==> config.mk <==
export PLATFORM = sky130hd
export DESIGN_NAME = ref_stage
export DESIGN_NICKNAME = d
export VERILOG_FILES = /design/src/ref_pkg.sv /design/src/ref_param_mem.sv /design/src/ref_stage.sv
export SDC_FILE = /design/constraint.sdc
export NUM_CORES = 2
export LEC_CHECK = 0
export BUFFER_PORTS_ARGS = -buffer_cell sky130_fd_sc_hd__buf_2
export CAP_MARGIN = 20
export CORE_MARGIN = 5
export CORE_UTILIZATION = 30
export DETAILED_ROUTE_END_ITERATION = 12
export PLACE_DENSITY = 0.46
export SYNTH_ARGS = -nofsm -noshare
export SYNTH_HDL_FRONTEND = slang
export SYNTH_SLANG_ARGS = --single-unit
==> constraint.sdc <==
create_clock -name pclk -period 10.6 [get_ports pclk]
set_input_delay 0.53 -clock pclk [delete_from_list [all_inputs] [get_ports pclk]]
set_output_delay 0.53 -clock pclk [all_outputs]
set_load 0.05 [all_outputs]
==> src/ref_pkg.sv <==
// Constants, register map and carrier types of the residual earth fault stage
// Notes on behaviour
// Coarse, sensitive and calculated residual sources accepted.
// Magnitude selectable RMS, TRMS (32 harmonics), peak-to-peak; the calculated input always uses its sample peak.
// Peak-to-peak magnitude comes from raw samples.
// All measurement signals refresh on 5 ms base.
// Eight parameter sets, one common selector source.
// Blocking and set selection change at runtime.
// Instant, definite-time or inverse-time curve operation.
// Saturation check keeps start and operate working.
// Fixed processing order from selection to outputs.
// START, TRIP, BLOCKED outputs for I/O and logic.
// Time-stamped ON/OFF event per output edge.
// Instant mode START and TRIP share stamp.
// Event time stamps have 1 ms resolution.
// Clearable cumulative START, TRIP, BLOCKED counters.
// Pre-fault value is 20 ms average, 20 ms back.
// Configuration setting picks the residual input channel.
// Pick-up above threshold, release below 97 percent.
// Blocked pick-up reports BLOCKED instead of START.
// Input select 1 coarse, 2 sensitive, 3 calculated.
// Forced status 0 normal, 1 start, 2 trip, 3 blocked.
// Definite time trips after delay, clears with START.
package ref_pkg;
  // Timing
  localparam int CLK_PERIOD_NS = 20;
  localparam int TBASE_MS = 5;
  localparam int STAMP_MS = 1;
  localparam int PREFAULT_MS = 20;
  localparam int TBASE_CYC = TBASE_MS * 1000000 / CLK_PERIOD_NS;
  localparam int STAMP_CYC = STAMP_MS * 1000000 / CLK_PERIOD_NS;
  localparam int PREFAULT_TICKS = PREFAULT_MS / TBASE_MS;
  localparam int HIST_DEPTH = 2 * PREFAULT_TICKS;
  localparam int RESET_RATIO_PCT = 97;
  localparam int FULL_PCT = 100;
  localparam int HARMONICS = 32;
  localparam logic [15:0] SAT_LEVEL = 16'h7f00;

  // Register byte offsets
  localparam logic [7:0] OFS_CTRL = 8'h00;
  localparam logic [7:0] OFS_PADDR = 8'h04;
  localparam logic [7:0] OFS_PDATA = 8'h08;
  localparam logic [7:0] OFS_STATUS = 8'h0c;
  localparam logic [7:0] OFS_CNT_START = 8'h10;
  localparam logic [7:0] OFS_CNT_TRIP = 8'h14;
  localparam logic [7:0] OFS_CNT_BLOCK = 8'h18;
  localparam logic [7:0] OFS_CNT_CLR = 8'h1c;
  localparam logic [7:0] OFS_PREFAULT = 8'h20;
  localparam logic [7:0] OFS_MAG = 8'h24;
  localparam logic [7:0] OFS_LAST_EVT = 8'h28;
  localparam logic [7:0] OFS_TIME = 8'h2c;

  // Control field positions and reset
  localparam int CTRL_INSEL_LSB = 0;
  localparam int CTRL_MAGSEL_LSB = 2;
  localparam int CTRL_FORCE_EN_BIT = 4;
  localparam int CTRL_FORCE_LSB = 5;
  localparam logic [31:0] CTRL_RESET = 32'h0000_0005;

  // Encodings
  localparam logic [1:0] IN_COARSE = 2'h1;
  localparam logic [1:0] IN_SENS = 2'h2;
  localparam logic [1:0] IN_CALC = 2'h3;
  localparam logic [1:0] MAG_RMS = 2'h1;
  localparam logic [1:0] MAG_TRMS = 2'h2;
  localparam logic [1:0] MAG_PP = 2'h3;
  localparam logic [1:0] COND_NORMAL = 2'h0;
  localparam logic [1:0] COND_START = 2'h1;
  localparam logic [1:0] COND_TRIP = 2'h2;
  localparam logic [1:0] COND_BLOCKED = 2'h3;
  localparam logic [1:0] OP_INSTANT = 2'h0;
  localparam logic [1:0] OP_DT = 2'h1;
  localparam logic [1:0] OP_IDMT = 2'h2;
  localparam logic [1:0] CURVE_IEC = 2'h0;
  localparam logic [1:0] CURVE_ANSI = 2'h1;
  localparam logic [1:0] CURVE_CUSTOM = 2'h2;

  // Parameter set memory
  localparam int SET_COUNT = 8;
  localparam int MEM_DEPTH = 2 * SET_COUNT;

  // Even word of a parameter set
  typedef struct packed {
    logic [7:0] custom_add;
    logic [3:0] rsvd;
    logic [1:0] curve;
    logic [1:0] op_mode;
    logic [15:0] threshold;
  } ref_set_t;

  // Event word posted to the shared event buffer
  typedef struct packed {
    logic [31:0] stamp_ms;
    logic [2:0] changed;
    logic [2:0] level;
  } ref_evt_t;

  // Measurement inputs from the front end
  typedef struct packed {
    logic [15:0] coarse_rms;
    logic [15:0] coarse_trms;
    logic signed [15:0] coarse_raw;
    logic [15:0] sens_rms;
    logic [15:0] sens_trms;
    logic signed [15:0] sens_raw;
    logic signed [15:0] phase_a;
    logic signed [15:0] phase_b;
    logic signed [15:0] phase_c;
  } ref_meas_t;
endpackage

==> src/ref_param_mem.sv <==
// Parameter set storage with one write port and two registered read ports
`timescale 1ns/1ps
module ref_param_mem (
  // Clock
  input wire logic clk,
  // Write port
  input wire logic we,
  input wire logic [3:0] waddr,
  input wire logic [31:0] wdata,
  // Read ports
  input wire logic [3:0] raddr_a,
  input wire logic [3:0] raddr_b,
  output logic [31:0] rdata_a,
  output logic [31:0] rdata_b
);
  logic [31:0] mem [ref_pkg::MEM_DEPTH];

  always_ff @(posedge clk) begin
    if (we) begin
      mem[waddr] <= wdata;
    end
    rdata_a <= mem[raddr_a];
    rdata_b <= mem[raddr_b];
  end
endmodule

==> src/ref_stage.sv <==
// Residual earth fault protection stage with APB register access
`timescale 1ns/1ps
module ref_stage #(
  parameter int TBASE_CYC = ref_pkg::TBASE_CYC,
  parameter int STAMP_CYC = ref_pkg::STAMP_CYC
) (
  // Clock and reset
  input wire logic pclk,
  input wire logic presetn,
  // APB slave
  input wire logic psel,
  input wire logic penable,
  input wire logic pwrite,
  input wire logic [7:0] paddr,
  input wire logic [31:0] pwdata,
  output logic [31:0] prdata,
  output logic pready,
  output logic pslverr,
  // Measurements, one new sample set per sample_valid
  input wire ref_pkg::ref_meas_t meas,
  input wire logic sample_valid,
  // Runtime control
  input wire logic block_in,
  input wire logic [2:0] active_set,
  // Stage outputs
  output logic start_o,
  output logic trip_o,
  output logic blocked_o,
  // Event stream
  output logic evt_valid,
  output ref_pkg::ref_evt_t evt
);
  // Decoding
  function automatic logic [15:0] abs16(input logic signed [17:0] v);
    logic [17:0] a;
    a = v[17] ? 18'(-v) : 18'(v);
    abs16 = (a > 18'h0ffff) ? 16'hffff : a[15:0];
  endfunction

  // Time bases
  logic [31:0] tb_cnt_q;
  logic [31:0] ms_cnt_q;
  logic [31:0] stamp_q;
  wire tick_5ms = (tb_cnt_q == 32'(TBASE_CYC - 1));
  wire tick_1ms = (ms_cnt_q == 32'(STAMP_CYC - 1));

  always_ff @(posedge pclk or negedge presetn) begin
    if (!presetn) begin
      tb_cnt_q <= 32'h0;
      ms_cnt_q <= 32'h0;
      stamp_q <= 32'h0;
    end else begin
      // 5 ms base
      tb_cnt_q <= tick_5ms ? 32'h0 : tb_cnt_q + 32'h1;
      // ms stamp
      ms_cnt_q <= tick_1ms ? 32'h0 : ms_cnt_q + 32'h1;
      if (tick_1ms) begin
        stamp_q <= stamp_q + 32'h1;
      end
    end
  end

  // APB access decode
  wire acc = psel && penable;
  wire wr = acc && pwrite;
  wire rd_ok = (paddr == ref_pkg::OFS_CTRL) || (paddr == ref_pkg::OFS_PADDR) ||
               (paddr == ref_pkg::OFS_PDATA) || (paddr == ref_pkg::OFS_STATUS) ||
               (paddr == ref_pkg::OFS_CNT_START) || (paddr == ref_pkg::OFS_CNT_TRIP) ||
               (paddr == ref_pkg::OFS_CNT_BLOCK) || (paddr == ref_pkg::OFS_CNT_CLR) ||
               (paddr == ref_pkg::OFS_PREFAULT) || (paddr == ref_pkg::OFS_MAG) ||
               (paddr == ref_pkg::OFS_LAST_EVT) || (paddr == ref_pkg::OFS_TIME);
  wire wr_ctrl = wr && (paddr == ref_pkg::OFS_CTRL);
  wire wr_paddr = wr && (paddr == ref_pkg::OFS_PADDR);
  wire wr_pdata = wr && (paddr == ref_pkg::OFS_PDATA);
  wire wr_clr = wr && (paddr == ref_pkg::OFS_CNT_CLR);

  logic [31:0] ctrl_q;
  logic [3:0] pidx_q;
  logic [31:0] plast_q;

  always_ff @(posedge pclk or negedge presetn) begin
    if (!presetn) begin
      ctrl_q <= ref_pkg::CTRL_RESET;
      pidx_q <= 4'h0;
      plast_q <= 32'h0;
    end else begin
      if (wr_ctrl) begin
        ctrl_q <= {25'h0, pwdata[6:0]};
      end
      if (wr_paddr) begin
        pidx_q <= pwdata[3:0];
      end
      if (wr_pdata) begin
        plast_q <= pwdata;
      end
    end
  end

  // channel from a setting
  wire [1:0] in_sel = ctrl_q[ref_pkg::CTRL_INSEL_LSB +: 2];
  wire [1:0] mag_sel = ctrl_q[ref_pkg::CTRL_MAGSEL_LSB +: 2];
  wire force_en = ctrl_q[ref_pkg::CTRL_FORCE_EN_BIT];
  wire [1:0] force_st = ctrl_q[ref_pkg::CTRL_FORCE_LSB +: 2];

  // set memory, active set picked by one common input
  logic [31:0] set_word;
  logic [31:0] delay_word;
  ref_param_mem u_mem (
    .clk(pclk),
    .we(wr_pdata),
    .waddr(pidx_q),
    .wdata(pwdata),
    .raddr_a({active_set, 1'b0}),
    .raddr_b({active_set, 1'b1}),
    .rdata_a(set_word),
    .rdata_b(delay_word)
  );
  ref_pkg::ref_set_t set_cfg;
  assign set_cfg = ref_pkg::ref_set_t'(set_word);

  // raw sample extremes over each 5 ms window
  logic signed [15:0] c_max_q, c_min_q, s_max_q, s_min_q;
  logic [15:0] calc_pk_q;
  logic sat_q;
  wire [15:0] calc_now = abs16(18'(meas.phase_a) + 18'(meas.phase_b) + 18'(meas.phase_c));
  wire [15:0] c_abs = abs16(18'(meas.coarse_raw));
  wire [15:0] s_abs = abs16(18'(meas.sens_raw));
  // full-scale raw sample marks saturation
  wire sat_now = (in_sel == ref_pkg::IN_SENS) ? (s_abs >= ref_pkg::SAT_LEVEL) :
                 (c_abs >= ref_pkg::SAT_LEVEL);

  always_ff @(posedge pclk or negedge presetn) begin
    if (!presetn) begin
      c_max_q <= 16'sh8000;
      c_min_q <= 16'sh7fff;
      s_max_q <= 16'sh8000;
      s_min_q <= 16'sh7fff;
      calc_pk_q <= 16'h0;
      sat_q <= 1'b0;
    end else if (tick_5ms) begin
      c_max_q <= 16'sh8000;
      c_min_q <= 16'sh7fff;
      s_max_q <= 16'sh8000;
      s_min_q <= 16'sh7fff;
      calc_pk_q <= 16'h0;
      sat_q <= 1'b0;
    end else if (sample_valid) begin
      if (meas.coarse_raw > c_max_q) c_max_q <= meas.coarse_raw;
      if (meas.coarse_raw < c_min_q) c_min_q <= meas.coarse_raw;
      if (meas.sens_raw > s_max_q) s_max_q <= meas.sens_raw;
      if (meas.sens_raw < s_min_q) s_min_q <= meas.sens_raw;
      if (calc_now > calc_pk_q) calc_pk_q <= calc_now;
      if (sat_now) sat_q <= 1'b1;
    end
  end

  // three residual sources; R2: RMS, TRMS or peak-to-peak
  wire [15:0] c_pp = abs16(18'(c_max_q) - 18'(c_min_q));
  wire [15:0] s_pp = abs16(18'(s_max_q) - 18'(s_min_q));
  // TRMS values come from the front end with all 32 harmonics folded in
  wire [15:0] c_sel = (mag_sel == ref_pkg::MAG_PP) ? c_pp :
                      (mag_sel == ref_pkg::MAG_TRMS) ? meas.coarse_trms : meas.coarse_rms;
  wire [15:0] s_sel = (mag_sel == ref_pkg::MAG_PP) ? s_pp :
                      (mag_sel == ref_pkg::MAG_TRMS) ? meas.sens_trms : meas.sens_rms;
  // input select codes
  wire [15:0] sel_mag = (in_sel == ref_pkg::IN_SENS) ? s_sel :
                        (in_sel == ref_pkg::IN_CALC) ? calc_pk_q : c_sel;
  wire [15:0] sel_pp_half = ((in_sel == ref_pkg::IN_SENS) ? s_pp : c_pp) >> 1;
  // a clipped RMS underreads, so the sample peak stands in for it
  wire [15:0] proc_mag = (sat_q && in_sel != ref_pkg::IN_CALC && sel_pp_half > sel_mag) ?
                         sel_pp_half : sel_mag;

  // magnitude latched at the 5 ms program cycle, then compared
  logic [15:0] mag_q;
  logic pickup_q;
  logic [15:0] hist_q [ref_pkg::HIST_DEPTH];
  wire [22:0] mag_pct = 23'(mag_q) * 23'(ref_pkg::FULL_PCT);
  wire [22:0] rel_pct = 23'(set_cfg.threshold) * 23'(ref_pkg::RESET_RATIO_PCT);

  always_ff @(posedge pclk or negedge presetn) begin
    if (!presetn) begin
      mag_q <= 16'h0;
      pickup_q <= 1'b0;
    end else if (tick_5ms) begin
      mag_q <= proc_mag;
    end else begin
      // pick-up with 97 percent release
      if (mag_q > set_cfg.threshold) begin
        pickup_q <= 1'b1;
      end else if (mag_pct < rel_pct) begin
        pickup_q <= 1'b0;
      end
    end
  end

  // history of 5 ms values for the pre-fault average
  genvar gi;
  generate
    for (gi = 0; gi < ref_pkg::HIST_DEPTH; gi++) begin : g_hist
      always_ff @(posedge pclk or negedge presetn) begin
        if (!presetn) begin
          hist_q[gi] <= 16'h0;
        end else if (tick_5ms) begin
          hist_q[gi] <= (gi == 0) ? proc_mag : hist_q[(gi == 0) ? 0 : gi - 1];
        end
      end
    end
  endgenerate
  wire [17:0] pre_sum = 18'(hist_q[4]) + 18'(hist_q[5]) + 18'(hist_q[6]) + 18'(hist_q[7]);
  wire [15:0] pre_avg = pre_sum[17:2];

  // block check decides START or BLOCKED; R6: read live every cycle
  wire start_raw = pickup_q && !block_in;
  wire block_raw = pickup_q && block_in;

  // instant, definite or inverse time
  logic [31:0] dly_q;
  logic trip_hold_q;
  wire [16:0] excess = 17'(mag_q) - 17'(set_cfg.threshold);
  // Inside the release band the excess is negative and must not count
  wire [15:0] ex_pos = excess[16] ? 16'h0 : excess[15:0];
  wire [31:0] ex_lin = {16'h0, ex_pos};
  wire [31:0] ex_sq = 32'(ex_pos) * 32'(ex_pos) >> 8;
  wire [31:0] idmt_inc = (set_cfg.curve == ref_pkg::CURVE_ANSI) ? ex_sq :
                         (set_cfg.curve == ref_pkg::CURVE_CUSTOM) ?
                         ex_lin + 32'(set_cfg.custom_add) : ex_lin;
  wire instant = (set_cfg.op_mode == ref_pkg::OP_INSTANT);

  always_ff @(posedge pclk or negedge presetn) begin
    if (!presetn) begin
      dly_q <= 32'h0;
      trip_hold_q <= 1'b0;
    end else if (!start_raw) begin
      // trip ends with START
      dly_q <= 32'h0;
      trip_hold_q <= 1'b0;
    end else if (tick_1ms && !trip_hold_q) begin
      if (set_cfg.op_mode == ref_pkg::OP_IDMT) begin
        dly_q <= dly_q + idmt_inc;
        trip_hold_q <= (dly_q + idmt_inc) >= delay_word;
      end else begin
        // definite delay in ms
        dly_q <= dly_q + 32'h1;
        trip_hold_q <= (dly_q + 32'h1) >= delay_word;
      end
    end
  end

  // forced status overrides; R12: instant START and TRIP together
  wire trip_raw = start_raw && (instant || trip_hold_q);
  wire [2:0] lvl_d = force_en ?
    {force_st == ref_pkg::COND_BLOCKED, force_st == ref_pkg::COND_TRIP,
     force_st == ref_pkg::COND_START || force_st == ref_pkg::COND_TRIP} :
    {block_raw, trip_raw, start_raw};
  logic [2:0] lvl_q;

  // registered outputs for I/O and logic
  assign start_o = lvl_q[0];
  assign trip_o = lvl_q[1];
  assign blocked_o = lvl_q[2];
  wire [2:0] rise = lvl_d & ~lvl_q;

  // one event word carries every simultaneous edge with one stamp
  logic [15:0] cnt_q [3];
  logic [15:0] prefault_q;
  ref_pkg::ref_evt_t last_q;

  always_ff @(posedge pclk or negedge presetn) begin
    if (!presetn) begin
      lvl_q <= 3'h0;
      evt_valid <= 1'b0;
      evt <= '0;
      last_q <= '0;
      prefault_q <= 16'h0;
    end else begin
      lvl_q <= lvl_d;
      evt_valid <= (lvl_d != lvl_q);
      if (lvl_d != lvl_q) begin
        // ms stamp
        evt <= '{stamp_ms: stamp_q, changed: lvl_d ^ lvl_q, level: lvl_d};
        last_q <= '{stamp_ms: stamp_q, changed: lvl_d ^ lvl_q, level: lvl_d};
      end
      // capture on START or TRIP onset
      if (rise[0] || rise[1]) begin
        prefault_q <= pre_avg;
      end
    end
  end

  // counters, an edge in the clear cycle still counts
  generate
    for (gi = 0; gi < 3; gi++) begin : g_cnt
      always_ff @(posedge pclk or negedge presetn) begin
        if (!presetn) begin
          cnt_q[gi] <= 16'h0;
        end else if (rise[gi]) begin
          cnt_q[gi] <= (wr_clr && pwdata[gi]) ? 16'h1 : cnt_q[gi] + 16'h1;
        end else if (wr_clr && pwdata[gi]) begin
          cnt_q[gi] <= 16'h0;
        end
      end
    end
  endgenerate

  // Status view
  wire [1:0] cond = lvl_q[2] ? ref_pkg::COND_BLOCKED : lvl_q[1] ? ref_pkg::COND_TRIP :
                    lvl_q[0] ? ref_pkg::COND_START : ref_pkg::COND_NORMAL;
  wire [31:0] status = {25'h0, sat_q, active_set, pickup_q, cond};

  // APB read mux; zero wait states, unmapped offsets error
  wire [31:0] rd_mux =
    (paddr == ref_pkg::OFS_CTRL) ? ctrl_q :
    (paddr == ref_pkg::OFS_PADDR) ? {28'h0, pidx_q} :
    (paddr == ref_pkg::OFS_PDATA) ? plast_q :
    (paddr == ref_pkg::OFS_STATUS) ? status :
    (paddr == ref_pkg::OFS_CNT_START) ? {16'h0, cnt_q[0]} :
    (paddr == ref_pkg::OFS_CNT_TRIP) ? {16'h0, cnt_q[1]} :
    (paddr == ref_pkg::OFS_CNT_BLOCK) ? {16'h0, cnt_q[2]} :
    (paddr == ref_pkg::OFS_PREFAULT) ? {16'h0, prefault_q} :
    (paddr == ref_pkg::OFS_MAG) ? {16'h0, mag_q} :
    (paddr == ref_pkg::OFS_LAST_EVT) ? {last_q.stamp_ms[25:0], last_q.changed, last_q.level} :
    (paddr == ref_pkg::OFS_TIME) ? stamp_q : 32'h0;
  assign pready = 1'b1;
  assign pslverr = acc && !rd_ok;
  assign prdata = (acc && !pwrite) ? rd_mux : 32'h0;
endmodule

==> impl_metrics.toml <==
[logic_synthesis]
ys_seq_area_share_pct = 42.2
syn-num-nets = 7205
synth_edf_count = 480
avgSynthCellArea_sq_um = 10.6
syn-instance-count = 6253
synth_top_flop_cell = "edfxtp_1"
yosys.cell_types.count = 102
yosysTopAreaCell = "edfxtp_1"
yosysMostFrequentCell = "nand2_1"
ys.warnings.count = 0
synth_area_leaders = "edfxtp_1 (22%), dfrtp_1 (17%), ha_1 (9.9%)"
ys_top_cells_by_count = "nand2_1 (668), inv_1 (572), nor2_1 (565), ha_1 (525), edfxtp_1 (480)"
netlist.area_leader.share_pct = 21.8
ys_async_sr_fraction_pct = 47.5
synth_area_sq_um = 66100
synth.ff_latch_count = 1028

[floorplan]
dieArea_sq_um = 230000
die_h_um = 479
num_rows = 172
die_w_um = 479
core_sq_um = 220000
initial_core_util_pct = 30.1
ioPinCount = 270

[clocking]
root_buffer = "clkbuf_16"
clkTransAtPathRegs_ps = 70
clock-sinks = 1028
cts_tree = "done"
clockBufferDepth = 3
clk_latency_ps = 770
cts_htree_levels = 3
numCtsBuffers = 111

[final_layout]
fin_nets = 7743
area_growth_syn_to_layout_pct = 17.6
drive_above_1_share_pct = 19.2
n_fill_cell = 22000
fin_cells = 9765

[drt]
highest_layer = "met5"
wl_um = 201000
drt_iter0_markers = 3008
route.vias.total = 48500
wl_met1_um = 92300
first_pass_iters = 5
ant_nets = 0
wl_per_cell_um = 20.5
met2_length_um = 94700
avgViaCountPerCell = 4.97
met3_length_um = 9430
drcViolationCount = 0

[setup_path]
setup.worst_path.class = "reg -> reg"
crit_path_top_delay_cell = "fa_1"
crit_end = "trip_hold_q$_DFFE_PN0P_"
crit_start = "hist_q[113]$_DFFE_PN0P_"
r2r_start = "hist_q[113]$_DFFE_PN0P_"
critPathCaptureType = "flop"
reg2reg_depth = 48
cp_slowest_stage_delay_ps = 500
start_kind = "flop"
crit_fanout = 4
crit_required_ps = 11230
crit_top_cell = "fa_1"
r2r-end = "trip_hold_q$_DFFE_PN0P_"
rrSetupSlack_ps = -40
arrival_ps = 11270

[placement]
place_congestion = 0.885
port_buffers = 268
place_hpwl_um = 150000
placed_cells = 9527
dpl_worst_slack_ps = -840

[sta]
holdWs_ps = 81.7
setup_violations = 1
clock.fmax_ghz = 0.0940
tns_ps = -37.3
tightest_slew_ps = 1070
hold_viol_final = 0
rsz0062_at_grt = "yes"
fin_ws_ps = -37.3
fin_crit_sh_pct = 100
slew_violations = 0
slew_headroom_pct = 28.1
post-route-min-period_ps = 10640
finClkSkew_ps = 61.5

[grt]
overflow = 0
grt_first_pass_wirelength_um = 306000
antenna_found_initial = 23
grt_max_degree = 174
grt_usage_pct = 17.1
grt_pass1_vias = 49300

[pwr]
p_leak_nw = 34.8
pwr_density_cell_nw_per_um2 = 262
ir_drop_mv = 0.324
power.total_w = 0.0203

[run_status]
outcome = "finished with violations"
violations = "setup timing"

[run]
max_cap_viol_count = 0

[worst_hold_path]
holdCritPathClass = "in -> reg"
[where the power goes]
group          switching (W)  internal (W)
logic                0.00654       0.00505
clock network        0.00177       0.00236
registers           0.000197       0.00444
total                0.00850        0.0118
[worst min-delay path by stage]
stage	from	endpoint	slack, ps	cells past startpoint
global route	meas[48]	s_min_q[0]$_DFFE_PN1P_	60	3
detailed placement	ms_cnt_q[0]$_DFF_PN0_	ms_cnt_q[0]$_DFF_PN0_	450	1
CTS	meas[53]	s_min_q[5]$_DFFE_PN1P_	10	3
finish	meas[53]	s_min_q[5]$_DFFE_PN1P_	80	3
floorplan	presetn	c_max_q[0]$_DFFE_PN0P_	230	0
global placement	ms_cnt_q[0]$_DFF_PN0_	ms_cnt_q[0]$_DFF_PN0_	440	1
[metrics by stage]
step / area, sq um / utilization, %
after floorplan: 66100 / -
after global placement: 73200 / 33.3
after detailed placement: 73200 / 33.3
after CTS: 77600 / 35.4
after global routing: 77700 / 35.4
final: 77700 / 35.4
[critical path: cells and delay by family (launching register included)]
kind / cells / cell delay [ps]
adder cells (fa/ha/maj): 10 / 3940
AO/OA/AOI/OAI: 19 / 3160
AND/OR/NAND/NOR: 13 / 2500
buffers and inverters: 5 / 450
flip-flops: 1 / 390
XOR/XNOR: 1 / 100
[flip-flops by register name (all words and copies together) (netlist names), 32 cells and up]
| signal | cells |
|---|---|
| cnt_q | 48 |
| dly_q | 32 |
| hist_q | 128 |
| last_q | 38 |
| ms_cnt_q | 32 |
| plast_q | 32 |
| stamp_q | 32 |
| tb_cnt_q | 32 |
| u_mem.mem | 480 |
| u_mem.rdata_b | 32 |
[layout make-up]
type / count / area, sq um / area share [%]
clock buffers: 140 / 3060 / 3.94
well taps: 2871 / 3590 / 4.62
diodes: 5 / 12.5 / 0.0161
inverters: 578 / 2180 / 2.81
clock inverters: 71 / 836 / 1.08
repair buffers: 660 / 4430 / 5.70
multi-input cells: 4412 / 35700 / 46.0
flip-flops and latches: 1028 / 27900 / 35.9
[routing by layer]
layer | up-vias | track usage [%]
li1 | 23100 | -
met3 | 200 | 2.30
met4 | 4 | 3.96
met1 | 24200 | 23.8
met2 | 1011 | 28.4
met5 | - | 0
[timing repair]
action | CTS | global route
setup buffers | 20 | 0
endpoints found under the hold margin | 39 | 0
resized for setup | 108 | 7
hold buffers | 1 | 0
pin swaps | 84 | 1
setup endpoints to repair | 4 | 1
[cells in the final DEF, fill, tap and decap left out, types with 31 or more instances in the layout]
cell type | netlist | final
buf_2 | 6 | 263
a21oi_1 | 274 | 266
and3_1 | 71 | 69
nand2b_1 | 57 | 54
dfrtp_1 | 454 | 454
nand4_1 | 79 | 79
edfxtp_1 | 480 | 480
clkbuf_16 | 0 | 112
o21a_1 | 31 | 31
mux2i_1 | 76 | 74
or3_1 | 38 | 35
fa_1 | 233 | 230
nor2_1 | 565 | 537
a22oi_1 | 37 | 37
nand2_1 | 668 | 663
nand3_1 | 136 | 133
o21ai_0 | 239 | 221
buf_4 | 1 | 378
nor3_1 | 80 | 73
inv_1 | 572 | 566
nor2b_1 | 54 | 52
a21o_1 | 94 | 94
dfxtp_1 | 60 | 60
mux2_2 | 148 | 148
mux4_2 | 132 | 132
a31oi_1 | 60 | 56
dfstp_2 | 34 | 34
and2_1 | 53 | 52
ha_1 | 525 | 515
xnor2_1 | 208 | 207
xor2_1 | 127 | 127
[cells by family (layout without fill, tap and decap cells)]
kind of cell	after synthesis	in the layout	share of synthesized area, %
simple gates	1927	1927	13.4
compound gates	1034	1034	10.1
flops	1028	1028	42.2
buf+inv	813	1449	4.67
fa+ha+maj	758	758	17.0
mux	356	356	8.17
xor+xnor	336	336	4.48
other cells	1	6	0.00567
Note: power is estimated with default switching activity, not from simulation.
